## src/verilog/rtc_port_pkg.sv

```systemverilog
/*
 * constants for the clock-chip host port: timing counts, host register
 * locations, axi4-lite offsets and field positions.
 * assumes a 20 MHz aclk.
 */
// Operation
// [RULE_01] select, read, write strobes are active low
// [RULE_02] read spans select and read both low
// [RULE_03] write spans select and write both low
// [RULE_04] supply loss locks strobes; current access finishes
// [RULE_05] five index inputs, ignored once locked out
// [RULE_06] data lines released unless writing, supply lost; code drives them only while reading with supply present
// [RULE_07] lockout 30 to 63 us after supply loss; code waits 30 us plus extra_us, which can add 0 to 255 us
// [RULE_08] single supply: supply loss pin held high
// [RULE_09] open-drain active-low event interrupt when enabled
// [RULE_10] multi-function out: push-pull, open drain standby
// [RULE_11] interrupt about 20 us after counter rollover
// [RULE_12] interrupt control one bit 7 enables detection
// [RULE_13] oscillator always runs, independent of bus
// [RULE_14] status bit picks control register block
// [RULE_15] write data stored at end of write
`default_nettype none
package rtc_port_pkg;
    // clock period and microsecond scaling
    localparam int unsigned CLK_PERIOD_NS   = 50;
    localparam int unsigned US_CYC          = 1000 / CLK_PERIOD_NS;
    // lockout window after supply loss, least rounded up
    localparam int unsigned LOCK_MIN_US     = 30;
    localparam int unsigned LOCK_MAX_US     = 63;
    localparam logic [15:0] LOCK_MIN_CYC    =
        16'((LOCK_MIN_US * 1000 + CLK_PERIOD_NS - 1) / CLK_PERIOD_NS);
    localparam logic [15:0] LOCK_MAX_CYC    =
        16'((LOCK_MAX_US * 1000) / CLK_PERIOD_NS);
    // rollover to interrupt delay, typical figure
    localparam int unsigned ROLL_IRQ_US     = 20;
    localparam logic [15:0] ROLL_IRQ_CYC    =
        16'((ROLL_IRQ_US * 1000) / CLK_PERIOD_NS);
    // hundredths-of-a-second rollover period
    localparam int unsigned TICK_US         = 10000;
    localparam int unsigned TICK_CYC_DEFAULT =
        (TICK_US * 1000) / CLK_PERIOD_NS;
    // host register locations (index within block)
    localparam logic [4:0]  HIDX_MAIN_STATUS = 5'h00;
    localparam logic [4:0]  HIDX_OUT_MODE    = 5'h02;
    localparam logic [4:0]  HIDX_PERIODIC    = 5'h03;
    localparam logic [4:0]  HIDX_ICR0        = 5'h03;
    localparam logic [4:0]  HIDX_ICR1        = 5'h04;
    // host field positions
    localparam int unsigned MS_PF_FLAG      = 1;
    localparam int unsigned MS_BLOCK_SEL    = 6;
    localparam int unsigned ICR1_PF_ENABLE  = 7;
    localparam int unsigned OMR_OSC_SEL     = 7;
    // axi4-lite byte offsets
    localparam logic [7:0]  OFF_CTRL        = 8'h00;
    localparam logic [7:0]  OFF_STATUS      = 8'h04;
    localparam logic [7:0]  OFF_IRQ_STATUS  = 8'h08;
    localparam logic [7:0]  OFF_IRQ_MASK    = 8'h0C;
    // irq bits: host write done, lockout entered, rollover
    localparam int unsigned IRQ_BITS        = 3;
    localparam logic [1:0]  RESP_OKAY       = 2'b00;
    localparam logic [1:0]  RESP_SLVERR     = 2'b10;
endpackage : rtc_port_pkg
`default_nettype wire

```

## src/verilog/host_port_if.sv

```systemverilog
/*
 * signals shared between the port core, the strobe tracker and the
 * lockout timer. all on aclk.
 */
`timescale 1ns/1ps
`default_nettype none
interface host_port_if;
    logic       lockout;      // port isolated after supply loss
    logic       pf_enable;    // supply-failure detection enabled
    logic [7:0] extra_us;     // programmed extra lockout delay, us
    logic       rd_active;    // host read under way
    logic       wr_active;    // host write under way
    logic       rd_done;      // one-cycle pulse at end of read
    logic       wr_done;      // one-cycle pulse at end of write
    modport tracker (input lockout, output rd_active, wr_active,
                     rd_done, wr_done);
    modport timer   (input pf_enable, extra_us, output lockout);
    modport core    (input lockout, rd_active, wr_active, rd_done,
                     wr_done, output pf_enable, extra_us);
endinterface : host_port_if
`default_nettype wire

```

## src/verilog/strobe_tracker.sv

```systemverilog
/*
 * tracks host read and write accesses from the active-low strobes.
 * assumes strobes already synchronous to aclk.
 */
`timescale 1ns/1ps
`default_nettype none
module strobe_tracker (
    input  wire logic  aclk,
    input  wire logic  aresetn,
    input  wire logic  cs_n,
    input  wire logic  rd_n,
    input  wire logic  wr_n,
    host_port_if.tracker hp
);
    import rtc_port_pkg::*;
    logic rd_reg, rd_next;     // read in progress
    logic wr_reg, wr_next;     // write in progress
    logic rd_low, wr_low;      // both strobes low

    // next access state
    always_comb begin
        // [RULE_01] strobes low active
        rd_low  = !cs_n && !rd_n;
        wr_low  = !cs_n && !wr_n;
        // [RULE_02] read window gating
        // [RULE_04] no new access once locked
        rd_next = rd_reg ? rd_low : (rd_low && !hp.lockout);
        // [RULE_03] write window gating
        wr_next = wr_reg ? wr_low : (wr_low && !hp.lockout && !rd_reg);
    end

    // register the access state and end pulses
    always_ff @(posedge aclk) begin
        if (!aresetn) begin
            rd_reg     <= 1'b0;
            wr_reg     <= 1'b0;
            hp.rd_done <= 1'b0;
            hp.wr_done <= 1'b0;
        end else begin
            rd_reg     <= rd_next;
            wr_reg     <= wr_next;
            hp.rd_done <= rd_reg && !rd_next;
            hp.wr_done <= wr_reg && !wr_next;
        end
    end
    assign hp.rd_active = rd_reg;
    assign hp.wr_active = wr_reg;

    a_read_begin: assert property (@(posedge aclk) disable iff (!aresetn)
        !cs_n && !rd_n && !hp.lockout && !rd_reg |=> rd_reg) // [RULE_02]
        else $error("read did not begin");
    a_write_locked: assert property (@(posedge aclk) disable iff (!aresetn)
        hp.lockout && !wr_reg |=> !wr_reg) // [RULE_04]
        else $error("write began during lockout");
    a_write_end: assert property (@(posedge aclk) disable iff (!aresetn)
        wr_reg && (cs_n || wr_n) |=> !wr_reg && hp.wr_done) // [RULE_03]
        else $error("write did not end on strobe release");
endmodule : strobe_tracker
`default_nettype wire

```

## src/verilog/lockout_timer.sv

```systemverilog
/*
 * counts how long the supply-loss input stays low and raises lockout.
 * assumes supply_loss_n synchronous to aclk.
 */
`timescale 1ns/1ps
`default_nettype none
module lockout_timer (
    input  wire logic  aclk,
    input  wire logic  aresetn,
    input  wire logic  supply_loss_n,
    host_port_if.timer hp
);
    import rtc_port_pkg::*;
    logic [15:0] cnt_reg, cnt_next;   // cycles with supply lost
    logic        lock_reg, lock_next; // lockout state
    logic [15:0] limit;               // cycles until lockout

    // next count and lockout
    always_comb begin
        // [RULE_07] base window plus programmed delay
        limit     = LOCK_MIN_CYC + 16'(hp.extra_us * US_CYC);
        cnt_next  = cnt_reg;
        lock_next = lock_reg;
        // [RULE_12] detection off clears everything
        if (supply_loss_n || !hp.pf_enable) begin
            cnt_next  = 16'h0000;
            lock_next = 1'b0;
        end else if (cnt_reg < limit) begin
            cnt_next  = cnt_reg + 16'h0001;
        end else begin
            lock_next = 1'b1;
        end
    end

    // register state
    always_ff @(posedge aclk) begin
        if (!aresetn) begin
            cnt_reg  <= 16'h0000;
            lock_reg <= 1'b0;
        end else begin
            cnt_reg  <= cnt_next;
            lock_reg <= lock_next;
        end
    end
    assign hp.lockout = lock_reg;

    a_lock_early: assert property (@(posedge aclk) disable iff (!aresetn)
        $rose(lock_reg) |-> cnt_reg >= LOCK_MIN_CYC) // [RULE_07]
        else $error("lockout before least delay");
    a_lock_late: assert property (@(posedge aclk) disable iff (!aresetn)
        hp.extra_us == 8'h00 && cnt_reg == LOCK_MIN_CYC
        && !supply_loss_n && hp.pf_enable
        |=> lock_reg && cnt_reg <= LOCK_MAX_CYC) // [RULE_07]
        else $error("lockout missed its window");
endmodule : lockout_timer
`default_nettype wire

```

## src/verilog/rtc_host_port.sv

```systemverilog
/*
 * host bus port of the clock chip: parallel host register file with
 * power-fail lockout, event and multi-function outputs, crystal
 * inverter, and an axi4-lite slave for supervision with interrupt.
 * assumes all pins synchronous to aclk; open-drain pins are resolved
 * outside from out and oe.
 */
`timescale 1ns/1ps
`default_nettype none
module rtc_host_port #(
    parameter int unsigned TICK_CYCLES = rtc_port_pkg::TICK_CYC_DEFAULT
) (
    input  wire logic        aclk,
    input  wire logic        aresetn,
    input  wire logic        awvalid,
    output var  logic        awready,
    input  wire logic [31:0] awaddr,
    input  wire logic [2:0]  awprot,
    input  wire logic        wvalid,
    output var  logic        wready,
    input  wire logic [31:0] wdata,
    input  wire logic [3:0]  wstrb,
    output var  logic        bvalid,
    input  wire logic        bready,
    output var  logic [1:0]  bresp,
    input  wire logic        arvalid,
    output var  logic        arready,
    input  wire logic [31:0] araddr,
    input  wire logic [2:0]  arprot,
    output var  logic        rvalid,
    input  wire logic        rready,
    output var  logic [31:0] rdata,
    output var  logic [1:0]  rresp,
    output var  logic        irq,
    input  wire logic        cs_n,
    input  wire logic        rd_n,
    input  wire logic        wr_n,
    input  wire logic [4:0]  register_index,
    input  wire logic [7:0]  host_data_in,
    output var  logic [7:0]  host_data_out,
    output var  logic        host_data_oe,
    input  wire logic        supply_loss_n,
    output var  logic        event_irq_n,
    output var  logic        event_irq_n_oe,
    output var  logic        multi_function_out,
    output var  logic        multi_function_out_oe,
    input  wire logic        crystal_input,
    output var  logic        crystal_output
);
    import rtc_port_pkg::*;

    host_port_if hp ();

    strobe_tracker u_track (
        .aclk    (aclk),
        .aresetn (aresetn),
        .cs_n    (cs_n),
        .rd_n    (rd_n),
        .wr_n    (wr_n),
        .hp      (hp.tracker)
    );

    lockout_timer u_lock (
        .aclk          (aclk),
        .aresetn       (aresetn),
        .supply_loss_n (supply_loss_n),
        .hp            (hp.timer)
    );

    // host register file: two blocks of 32 bytes
    logic [7:0]  mem [0:63];
    logic [5:0]  loc_reg, loc_next;     // latched location
    logic [7:0]  wbyte_reg, wbyte_next; // last sampled write data
    logic [7:0]  dout_reg, dout_next;   // read data driven out
    logic        doe_reg, doe_next;     // data lines driven
    logic        roll_flag_reg, roll_flag_next;
    logic        pf_flag_reg, pf_flag_next;
    logic        mem_we;                // store at end of write
    logic [7:0]  rd_byte;               // addressed byte

    // maps block and index to an array location
    function automatic logic [5:0] loc_of(input logic blk,
                                          input logic [4:0] idx);
        // [RULE_14] main status common to both blocks
        loc_of = (idx == HIDX_MAIN_STATUS) ? 6'h00 : {blk, idx};
    endfunction : loc_of

    // hardware flags folded into reads
    always_comb begin
        rd_byte = mem[loc_reg];
        if (loc_reg == 6'h00) begin
            rd_byte[MS_PF_FLAG] = pf_flag_reg;
            rd_byte[0]          = event_irq_n_oe;
        end else if (loc_reg == {1'b0, HIDX_PERIODIC}) begin
            rd_byte = {7'h00, roll_flag_reg};
        end
    end

    // rollover tick, delayed interrupt event
    logic [31:0] tick_reg, tick_next;
    logic [15:0] rdly_reg, rdly_next;   // cycles since rollover
    logic        rpend_reg, rpend_next;
    logic        roll_tick;
    logic        lock_rise;
    logic        lock_d_reg;

    always_comb begin
        roll_tick  = (tick_reg == 32'(TICK_CYCLES - 1));
        tick_next  = roll_tick ? 32'h0000_0000 : tick_reg + 32'h0000_0001;
        rdly_next  = rdly_reg;
        rpend_next = rpend_reg;
        // [RULE_11] event raised a fixed delay after rollover
        if (roll_tick) begin
            rpend_next = 1'b1;
            rdly_next  = 16'h0000;
        end else if (rpend_reg) begin
            rdly_next  = rdly_reg + 16'h0001;
            if (rdly_reg == ROLL_IRQ_CYC - 16'h0001)
                rpend_next = 1'b0;
        end
    end

    // host-side next state
    always_comb begin
        loc_next   = loc_reg;
        wbyte_next = wbyte_reg;
        mem_we     = 1'b0;
        lock_rise  = hp.lockout && !lock_d_reg;
        // [RULE_05] index ignored once locked out
        if (!hp.lockout)
            loc_next = loc_of(mem[0][MS_BLOCK_SEL], register_index);
        if (hp.wr_active)
            wbyte_next = host_data_in;
        // [RULE_15] store on trailing edge of write
        mem_we     = hp.wr_done;
        dout_next  = hp.rd_active ? rd_byte : dout_reg;
        // [RULE_06] driven only during a read with supply present, released otherwise
        doe_next   = hp.rd_active && supply_loss_n;
        // set wins over clear for both flags
        roll_flag_next = roll_flag_reg;
        if (hp.rd_done && loc_reg == {1'b0, HIDX_PERIODIC})
            roll_flag_next = 1'b0;
        if (rpend_reg && rdly_reg == ROLL_IRQ_CYC - 16'h0001)
            roll_flag_next = 1'b1;
        pf_flag_next = pf_flag_reg;
        if (mem_we && loc_reg == 6'h00 && wbyte_reg[MS_PF_FLAG])
            pf_flag_next = 1'b0;
        if (lock_rise)
            pf_flag_next = 1'b1;
    end

    // [RULE_12] detection enable from control one bit 7
    assign hp.pf_enable = mem[{1'b1, HIDX_ICR1}][ICR1_PF_ENABLE];

    // event and multi-function pins, crystal inverter
    logic ev_assert, mfo_val;
    logic evn_next, evoe_next, mfo_next, mfooe_next;
    always_comb begin
        // [RULE_09] enabled event drives line low
        ev_assert = (roll_flag_reg && mem[{1'b1, HIDX_ICR0}][0])
                  || (pf_flag_reg && mem[{1'b1, HIDX_ICR1}][0]);
        evn_next  = !ev_assert;
        evoe_next = ev_assert;
        // [RULE_10] push-pull normally, open drain when locked
        mfo_val   = mem[{1'b1, HIDX_OUT_MODE}][OMR_OSC_SEL]
                  ? crystal_output : pf_flag_reg;
        mfo_next   = hp.lockout ? 1'b0 : mfo_val;
        mfooe_next = hp.lockout ? !mfo_val : 1'b1;
    end

    // host-side registers
    always_ff @(posedge aclk) begin
        if (!aresetn) begin
            loc_reg               <= 6'h00;
            wbyte_reg             <= 8'h00;
            dout_reg              <= 8'h00;
            doe_reg               <= 1'b0;
            roll_flag_reg         <= 1'b0;
            pf_flag_reg           <= 1'b0;
            tick_reg              <= 32'h0000_0000;
            rdly_reg              <= 16'h0000;
            rpend_reg             <= 1'b0;
            lock_d_reg            <= 1'b0;
            event_irq_n           <= 1'b1;
            event_irq_n_oe        <= 1'b0;
            multi_function_out    <= 1'b0;
            multi_function_out_oe <= 1'b1;
            crystal_output        <= 1'b0;
        end else begin
            loc_reg               <= loc_next;
            wbyte_reg             <= wbyte_next;
            dout_reg              <= dout_next;
            doe_reg               <= doe_next;
            roll_flag_reg         <= roll_flag_next;
            pf_flag_reg           <= pf_flag_next;
            tick_reg              <= tick_next;
            rdly_reg              <= rdly_next;
            rpend_reg             <= rpend_next;
            lock_d_reg            <= hp.lockout;
            event_irq_n           <= evn_next;
            event_irq_n_oe        <= evoe_next;
            multi_function_out    <= mfo_next;
            multi_function_out_oe <= mfooe_next;
            // [RULE_13] oscillator inverter gated only by reset
            crystal_output        <= !crystal_input;
        end
    end
    assign host_data_out = dout_reg;
    assign host_data_oe  = doe_reg;

    // register array, cleared at reset
    always_ff @(posedge aclk) begin
        if (!aresetn) begin
            for (int i = 0; i < 64; i++)
                mem[i] <= 8'h00;
        end else if (mem_we) begin
            mem[loc_reg] <= wbyte_reg;
        end
    end

    // axi4-lite supervision registers
    logic [7:0]          ctrl_reg, ctrl_next;  // extra lockout us
    logic [IRQ_BITS-1:0] ists_reg, ists_next;  // sticky events
    logic [IRQ_BITS-1:0] imask_reg, imask_next;
    logic aw_have_reg, aw_have_next, w_have_reg, w_have_next;
    logic [7:0]  waddr_reg, waddr_next;
    logic [31:0] wd_reg, wd_next;
    logic [3:0]  ws_reg, ws_next;
    logic        bv_next, arr_next, rv_next, irq_next;
    logic [1:0]  br_next, rr_next;
    logic [31:0] rd_next;
    logic        do_wr;

    assign hp.extra_us = ctrl_reg;

    always_comb begin
        aw_have_next = aw_have_reg || (awvalid && awready);
        w_have_next  = w_have_reg || (wvalid && wready);
        waddr_next   = (awvalid && awready) ? awaddr[7:0] : waddr_reg;
        wd_next      = (wvalid && wready) ? wdata : wd_reg;
        ws_next      = (wvalid && wready) ? wstrb : ws_reg;
        do_wr        = aw_have_reg && w_have_reg && !bvalid;
        ctrl_next    = ctrl_reg;
        imask_next   = imask_reg;
        ists_next    = ists_reg;
        bv_next      = bvalid && !bready;
        br_next      = bresp;
        if (do_wr) begin
            aw_have_next = 1'b0;
            w_have_next  = 1'b0;
            bv_next      = 1'b1;
            br_next      = RESP_OKAY;
            if (waddr_reg == OFF_CTRL) begin
                if (ws_reg[0]) ctrl_next = wd_reg[7:0];
            end else if (waddr_reg == OFF_IRQ_STATUS) begin
                if (ws_reg[0]) ists_next = ists_reg & ~wd_reg[2:0];
            end else if (waddr_reg == OFF_IRQ_MASK) begin
                if (ws_reg[0]) imask_next = wd_reg[2:0];
            end else if (waddr_reg != OFF_STATUS) begin
                br_next = RESP_SLVERR;
            end
        end
        // events set after clear so set wins
        ists_next = ists_next | {roll_tick, lock_rise, hp.wr_done};
        irq_next  = |(ists_next & imask_next);
        // read channel
        arr_next = !rvalid && !(arvalid && arready);
        rv_next  = rvalid && !rready;
        rd_next  = rdata;
        rr_next  = rresp;
        if (arvalid && arready) begin
            rv_next = 1'b1;
            rr_next = RESP_OKAY;
            rd_next = 32'h0000_0000;
            if (araddr[7:0] == OFF_CTRL)
                rd_next = {24'h00_0000, ctrl_reg};
            else if (araddr[7:0] == OFF_STATUS)
                rd_next = {28'h000_0000, hp.rd_active, hp.wr_active,
                           hp.lockout, mem[0][MS_BLOCK_SEL]};
            else if (araddr[7:0] == OFF_IRQ_STATUS)
                rd_next = {29'h0000_0000, ists_reg};
            else if (araddr[7:0] == OFF_IRQ_MASK)
                rd_next = {29'h0000_0000, imask_reg};
            else
                rr_next = RESP_SLVERR;
        end
    end

    // axi state registers
    always_ff @(posedge aclk) begin
        if (!aresetn) begin
            aw_have_reg <= 1'b0;
            w_have_reg  <= 1'b0;
            waddr_reg   <= 8'h00;
            wd_reg      <= 32'h0000_0000;
            ws_reg      <= 4'h0;
            ctrl_reg    <= 8'h00;
            ists_reg    <= '0;
            imask_reg   <= '0;
            awready     <= 1'b0;
            wready      <= 1'b0;
            bvalid      <= 1'b0;
            bresp       <= RESP_OKAY;
            arready     <= 1'b0;
            rvalid      <= 1'b0;
            rdata       <= 32'h0000_0000;
            rresp       <= RESP_OKAY;
            irq         <= 1'b0;
        end else begin
            aw_have_reg <= aw_have_next;
            w_have_reg  <= w_have_next;
            waddr_reg   <= waddr_next;
            wd_reg      <= wd_next;
            ws_reg      <= ws_next;
            ctrl_reg    <= ctrl_next;
            ists_reg    <= ists_next;
            imask_reg   <= imask_next;
            awready     <= !aw_have_next && !bv_next;
            wready      <= !w_have_next && !bv_next;
            bvalid      <= bv_next;
            bresp       <= br_next;
            arready     <= arr_next;
            rvalid      <= rv_next;
            rdata       <= rd_next;
            rresp       <= rr_next;
            irq         <= irq_next;
        end
    end

    localparam int RD_LO = 1;
    localparam int RD_HI = 402;
    a_data_release: assert property (@(posedge aclk) disable iff (!aresetn)
        !supply_loss_n && !hp.wr_active |=> !host_data_oe) // [RULE_06]
        else $error("data lines driven after supply loss");
    a_event_pin: assert property (@(posedge aclk) disable iff (!aresetn)
        ev_assert |=> event_irq_n_oe && !event_irq_n) // [RULE_09]
        else $error("event interrupt not driven");
    a_roll_delay: assert property (@(posedge aclk) disable iff (!aresetn)
        roll_tick |-> ##[RD_LO:RD_HI] roll_flag_reg) // [RULE_11]
        else $error("rollover flag late");
    a_osc_runs: assert property (@(posedge aclk) disable iff (!aresetn)
        $past(aresetn) |-> crystal_output == !$past(crystal_input))
        // [RULE_13]
        else $error("oscillator output stalled");
endmodule : rtc_host_port
`default_nettype wire

```

## config.mk

```make
export PLATFORM = sky130hd
export DESIGN_NAME = rtc_host_port
export DESIGN_NICKNAME = d
export VERILOG_FILES = /design/src/verilog/rtc_port_pkg.sv /design/src/verilog/host_port_if.sv /design/src/verilog/strobe_tracker.sv /design/src/verilog/lockout_timer.sv /design/src/verilog/rtc_host_port.sv
export SDC_FILE = /design/constraint.sdc
export NUM_CORES = 1
export LEC_CHECK = 0
export ABC_AREA = 1
export BUFFER_PORTS_ARGS = -buffer_cell sky130_fd_sc_hd__buf_2
export CAP_MARGIN = 40
export CORE_MARGIN = 3
export CORE_UTILIZATION = 44
export CTS_BUF_LIST = sky130_fd_sc_hd__clkbuf_16
export CTS_CLUSTER_SIZE = 28
export DETAILED_ROUTE_END_ITERATION = 10
export SLEW_MARGIN = 20
export SYNTH_ARGS = -nofsm -noshare
export SYNTH_HDL_FRONTEND = slang
export SYNTH_SLANG_ARGS = --single-unit
export TNS_END_PERCENT = 30
```

## constraint.sdc

```tcl
create_clock -name aclk -period 5.33 [get_ports aclk]
set_input_delay 0.533 -clock aclk [delete_from_list [all_inputs] [get_ports aclk]]
set_output_delay 0.533 -clock aclk [all_outputs]
set_load 0.01 [all_outputs]
```

* Word level (Yosys, flattened, before mapping)
Memories as Yosys holds them, arrays and structs flattened. A register that Yosys moved wholly into a read port is not among the register bits.
Cells that the tools add are included.
** Storage, ports and cells
- Memory bits (writable) :: 512
- Flip-flop bits (word level) :: 176
- Memories :: 1
** Memory list
- mem :: words 64, width 8, rd ports 5, clocked after memory_dff 1, wr ports 64, RTL line rtc_host_port.sv:71 : logic [7:0] mem [0:63];
** Operators by class
- Muxes and demuxes :: 48
- Bitwise operators :: 5
- Reductions and logical operators :: 62
- Add/sub/neg operators :: 4
- $mul :: 1
- Equality and inequality tests :: 9
- Order comparisons :: 1
** Operators with widths (number)
- 2-to-1 mux 3 bit :: 11
- adder 16 x 1 -> 16 bit (second input constant) :: 2
- adder 32 x 1 -> 32 bit (second input constant) :: 1
- equality test 32 x 18 -> 1 bit (second input constant) :: 1
- equality test 8 x 4 -> 1 bit (second input constant) :: 4
- 2-to-1 mux 6 bit :: 5
- logical AND 1 bit :: 25
- 2-to-1 mux 8 bit :: 3
- logical NOT 1 bit :: 20
- 2-to-1 mux 1 bit :: 19
- 2-to-1 mux 2 bit :: 9
- equality test 16 x 9 -> 1 bit (second input constant) :: 1
- logical NOT 8 bit :: 2
- less-than comparator 16 bit :: 1
- adder 10 x 13 -> 14 bit (first input constant) :: 1
- multiplier 8 x 3 -> 11 bit (second input constant) :: 1
- equality test 8 x 3 -> 1 bit (second input constant) :: 1
- inequality test 8 x 3 -> 1 bit (second input constant) :: 1
- OR reduction 8 bit :: 1
- AND 3 bit :: 2
- equality test 6 x 2 -> 1 bit (second input constant) :: 1
- logical NOT 6 bit :: 1
- OR reduction 2 bit :: 3
- logical NOT 5 bit :: 1
- 9 further kinds :: 13

* Logic depth before layout (Yosys ltp)
- Depth after elaboration :: 9
- Gate-level depth with buffers :: 21
- Depth with buffers taken out :: 21

* Modules after synthesis
Synthesis repeated with hierarchy kept, for this count alone.
** Second synthesis, totals
- Cell total of the unflattened synthesis :: 3402
- Area, all modules :: 31077.3 um^2
** Modules (own cells, without submodules)
- rtc_host_port :: area an instance 29143.0 um^2, instances 1, seq. area each 18077.3 um^2, cells each 3106
- lockout_timer :: area an instance 1801.7 um^2, instances 1, seq. area each 340.3 um^2, cells each 278
- strobe_tracker :: area an instance 132.6 um^2, instances 1, seq. area each 80.1 um^2, cells each 18

* Worst setup path before layout
OpenSTA, ideal clock, no wires.
- Path kind :: register -> register
- Start :: register ctrl_reg[1]
- End :: register u_lock.lock_reg (netlist: u_lock.hp.lockout)
- Cell stages (with the launch flop) :: 20
- Buffers on the path :: 1
- Data arrival time :: 3229 ps
- Library setup time :: 116 ps
- Setup slack :: 1986 ps
- Period minus slack after synthesis :: 3344 ps
- Cell sequence :: dfxtp_1 > ha_1 > ha_1 > inv_1 > fa_1 > o21ai_0 > a21oi_1 > nor2_1 > nor2_1 > xor2_1 > xor2_1 > ha_1 > nand2_1 > nor2_1 > a211oi_1 > o211a_1 > nand2_1 > clkbuf_1 > o21ai_0 > inv_1
** On the way
- Longest elaborated chain between the ends :: 3
** Ends and longest elaborated chain
- from (decl) :: RTL line rtc_host_port.sv:222 : logic [7:0] ctrl_reg, ctrl_next;
- from (signal assigned) :: RTL line rtc_host_port.sv:315 : ctrl_reg <= ctrl_next;
- multiplier 8 x 3 -> 11 bit :: RTL line lockout_timer.sv:21 : limit = LOCK_MIN_CYC + 16'(hp.extra_us * US_CYC);
- adder 10 x 13 -> 14 bit :: RTL line lockout_timer.sv:21
- less-than comparator 16 bit :: RTL line lockout_timer.sv:28 : end else if (cnt_reg < limit) begin
- to (signal assigned) :: RTL line lockout_timer.sv:42 : lock_reg <= lock_next;
- to (decl) :: RTL line lockout_timer.sv:15 : logic lock_reg, lock_next;
Every way passes these cells.
A chain may end at the register's enable or synchronous reset.

* Worst setup path in the final report
- Start :: register ctrl_reg[3]
- End :: register u_lock.cnt_reg[0]
** On the way
- Longest elaborated chain between the ends :: 3
** Ends and longest elaborated chain
- multiplier 8 x 3 -> 11 bit :: RTL line lockout_timer.sv:21
- adder 10 x 13 -> 14 bit :: RTL line lockout_timer.sv:21
- less-than comparator 16 bit :: RTL line lockout_timer.sv:28
- to (signal assigned) :: RTL line lockout_timer.sv:41 : cnt_reg <= cnt_next;
- to (decl) :: RTL line lockout_timer.sv:14 : logic [15:0] cnt_reg, cnt_next;
Every way passes these cells.

==> flow_results.xml <==
<?xml version="1.0" encoding="UTF-8"?>
<metrics>
  <group name="setup_path">
    <metric name="cpPeakStageDelay" unit="ns">0.65</metric>
    <metric name="path_delay_family" unit="">simple AND/OR/NAND/NOR gates</metric>
    <metric name="critPathKind" unit="">flop to flop</metric>
    <metric name="worstPathArrival" unit="ns">4.94</metric>
    <metric name="worst_setup_path_start_kind" unit="">flop</metric>
    <metric name="worstPathRequired" unit="ns">5.88</metric>
    <metric name="critical_path_buf_inv_count" unit="">3</metric>
    <metric name="crit_path_top_delay_cell" unit="">nand2_1</metric>
    <metric name="critPathMaxFanout" unit="">15</metric>
    <metric name="timing.critical_path.cells" unit="">ha_1 -&gt; ha_1 -&gt; inv_1 -&gt; fa_1 -&gt; o21ai_0 -&gt; a21oi_1 -&gt; nor2_1 -&gt; nor2_1 -&gt; xor2_1 -&gt; nand3_1 -&gt; o21ai_0 -&gt; inv_1 -&gt; ha_1 -&gt; nand3_1 -&gt; nor2_1 -&gt; nand4_1 -&gt; nand2_1 -&gt; inv_1 -&gt; nand2_1 -&gt; nand2_1 -&gt; nor2_1</metric>
    <metric name="cell_occurring_most_often_along_the_worst_timing_path" unit="">nor2_1</metric>
    <metric name="timing.critical_path.to_type" unit="">flop</metric>
  </group>
  <group name="drt">
    <metric name="wirelength" unit="um">82290</metric>
    <metric name="drc" unit="">0</metric>
    <metric name="overall_via_count_from_detail_route" unit="">23395</metric>
    <metric name="wl_per_cell" unit="um">19.07</metric>
    <metric name="drt_iter0_markers" unit="">2046</metric>
    <metric name="postRouteAntennaNets" unit="">0</metric>
    <metric name="vias_per_cell" unit="">5.423</metric>
    <metric name="drt_pass1_iterations" unit="">5</metric>
  </group>
  <group name="sta">
    <metric name="max_slew_margin" unit="%">41.62</metric>
    <metric name="setup_tns" unit="ns">0</metric>
    <metric name="worst_clock_skew" unit="ns">0.02760</metric>
    <metric name="hold_violations" unit="">0</metric>
    <metric name="final_min_period_over_clock_period" unit="%">82.49</metric>
    <metric name="final_max_slew_viol_count" unit="">0</metric>
    <metric name="worst_slew_pin_slew" unit="ns">0.8676</metric>
    <metric name="number_of_failing_setup_endpoints_in_the_final_timing_report" unit="">0</metric>
    <metric name="period_needed" unit="ns">4.397</metric>
    <metric name="max_freq" unit="GHz">0.2274</metric>
    <metric name="layout_setup_ws" unit="ns">0.9332</metric>
    <metric name="rsz0062_at_grt" unit="">no</metric>
  </group>
  <group name="cts">
    <metric name="cts-htree-levels" unit="">3</metric>
    <metric name="clock-sinks" unit="">668</metric>
    <metric name="post-cts-setup-buffer-count" unit="">0</metric>
    <metric name="cts_root_buffer" unit="">clkbuf_16</metric>
    <metric name="worst_skew_pair.late_latency" unit="ns">0.62</metric>
    <metric name="cts.hold.buffers_added" unit="">0</metric>
    <metric name="clkTransAtPathRegs" unit="ns">0.06</metric>
    <metric name="cts_tree" unit="">yes</metric>
    <metric name="cts_max_path_buffers" unit="">3</metric>
    <metric name="postCtsResizedCells" unit="">0</metric>
    <metric name="tritoncts_buffers" unit="">73</metric>
  </group>
  <group name="place">
    <metric name="place.detailed.hpwl" unit="um">52720</metric>
    <metric name="post-place-ws" unit="ns">1.027</metric>
    <metric name="numPlacedInstances" unit="">4183</metric>
    <metric name="buffer_ports.inserted" unit="">79</metric>
    <metric name="globalplace.congestion" unit="">0.8851</metric>
  </group>
  <group name="power">
    <metric name="vdd_ir_drop_max" unit="V">0.0001896</metric>
    <metric name="cellPowerDensity" unit="mW/mm^2">336.1</metric>
    <metric name="lkg_pwr" unit="nW">12.74</metric>
  </group>
  <group name="floorplanning">
    <metric name="die_area" unit="mm^2">0.07298</metric>
    <metric name="start_util" unit="%">44.61</metric>
    <metric name="coreArea" unit="mm^2">0.06883</metric>
    <metric name="chipHeight" unit="um">270.2</metric>
    <metric name="pin_count" unit="">187</metric>
    <metric name="placement_rows" unit="">96</metric>
    <metric name="die_w" unit="um">270.2</metric>
  </group>
  <group name="synthesis">
    <metric name="synth_sequential_area_ratio" unit="%">60.25</metric>
    <metric name="postSynthAreaPerCell" unit="um^2">9.200</metric>
    <metric name="yosys.area.top_type_share" unit="%">50.08</metric>
    <metric name="count_of_flip_flops_with_a_built_in_enable_after_synthesis" unit="">512</metric>
    <metric name="asyncSetResetFlopFracSynth" unit="%">0</metric>
    <metric name="synth_area" unit="mm^2">0.03070</metric>
    <metric name="yosys.cell_count.top_type" unit="">nor2_1</metric>
    <metric name="cell_type_with_the_highest_aggregate_area_in_the_netlist" unit="">edfxtp_1</metric>
    <metric name="synth-main-ff-cell" unit="">edfxtp_1</metric>
    <metric name="synth.cells.most_frequent" unit="">nor2_1, nand2_1, edfxtp_1</metric>
    <metric name="synth_top_cells_by_area" unit="">edfxtp_1, dfxtp_1, nor2_1</metric>
    <metric name="synth_instances" unit="">3337</metric>
    <metric name="post_synth_num_cell_types" unit="">48</metric>
    <metric name="synth-warning-count" unit="">0</metric>
    <metric name="synth-seq-cells" unit="">668</metric>
  </group>
  <group name="hold_path">
    <metric name="timing.hold.worst.class" unit="">primary input to flop</metric>
  </group>
  <group name="global_routing">
    <metric name="antenna_found_initial" unit="">5</metric>
    <metric name="first_global_vias" unit="">22416</metric>
    <metric name="grt_first_pass_wirelength" unit="um">127100</metric>
    <metric name="globalRouteOverflowTotal" unit="">0</metric>
    <metric name="globalRouteTotalUtil" unit="%">22.05</metric>
    <metric name="pin_count_of_the_biggest_net_entering_global_routing" unit="">162</metric>
  </group>
  <group name="layout">
    <metric name="layout-area-overhead-vs-synth" unit="%">10.98</metric>
    <metric name="largest_register_ffs" unit="">512</metric>
    <metric name="n_fill_cell" unit="">6387</metric>
    <metric name="final_net_count" unit="">3489</metric>
    <metric name="fin_cells" unit="">4314</metric>
    <metric name="post_route_cells_drive_above_1_share" unit="%">8.752</metric>
  </group>
  <group name="outcome">
    <metric name="result_of_the_run" unit="">finished clean</metric>
  </group>
  <group name="flow_run">
    <metric name="maxCapViolCount" unit="">0</metric>
  </group>
</metrics>
## per-stage QoR
stage                     utilization (%)  power (mW)  area (um^2)  hold slack, ns
after floorplan                         -       6.408        30790          0.3987
after global placement              45.95       6.654        31630          0.4209
after detailed placement            46.09       6.674        31720          0.4201
after CTS                           49.41       11.52        34010         0.03837
after global routing                49.50       11.80        34070         0.04995
final                               49.50       11.45        34070         0.06689
## final timing paths
kind	start	depth (start not counted)	to	slack [ns]
worst min register to register	u_lock.cnt_reg[15]	2	u_lock.cnt_reg[15]	0.43
worst min-delay path	crystal_input	2	crystal_output	0.07
worst max-delay path	ctrl_reg[3]	21	u_lock.cnt_reg[0]	0.93
worst max register to register	ctrl_reg[3]	21	u_lock.cnt_reg[0]	0.93
## worst register-to-register path: cells and delay by family (launching register included)
kind            cells  cell delay [ns]
compound gates      3             0.51
flops               1             0.36
buf+inv             3             0.30
simple gates       10             1.85
fa+ha+maj           4             1.12
xor+xnor            1             0.20
## layout by cell type (no fill, tap or decap), drive strengths merged, types with 14 or more instances in the layout
master  count
nor4       20
inv       163
xor2       34
o31ai      35
buf       118
a21oi     151
nand3     282
edfxtp    512
ha         27
nand4      19
dfxtp     156
clkbuf     78
conb       27
nand2     706
o21ai     151
o211ai     14
clkinv     32
nor3       28
nor2      764
## cells by family (layout without fill, tap and decap cells)
kind of cell | after synthesis | after routing | share of synthesized area [%]
and+or+nand+nor | 1838 | 1838 | 25.24
xor gates and xnor gates | 42 | 42 | 1.198
adders and majority gates | 28 | 28 | 1.166
DFF | 668 | 668 | 60.25
AOI/OAI and AO/OA | 383 | 383 | 6.973
other | 2 | 28 | 0.02446
buffers and inverters | 376 | 396 | 5.143
## routing by layer
metal  routed length [um]  share of wire [%]  GRT usage, %
met5                   49              0.060             0
met4                 2604                3.2         7.279
met3                 6034                7.3         3.500
met2                39030                 47         36.69
met1                34570                 42         29.53
## where the power goes
part | internal (mW) | leakage [nW] | switching [mW]
logic | 0.181 | 5.01 | 0.567
registers | 5.75 | 6.55 | 0.0743
clock network | 2.86 | 1.18 | 2.02
total | 8.79 | 12.7 | 2.66
## cell type report
class	instances	area (um^2)	share of cell area, %
antenna	1	2.502	0.007345
clock buffer	78	1952	5.729
clock inverter	49	336.6	0.9879
inverter	151	571.8	1.678
multi-input combinational	2318	10740	31.51
sequential	668	18510	54.32
tap	931	1165	3.419
timing repair buffer	118	800.8	2.350
Power figures use the tool's default switching activity.
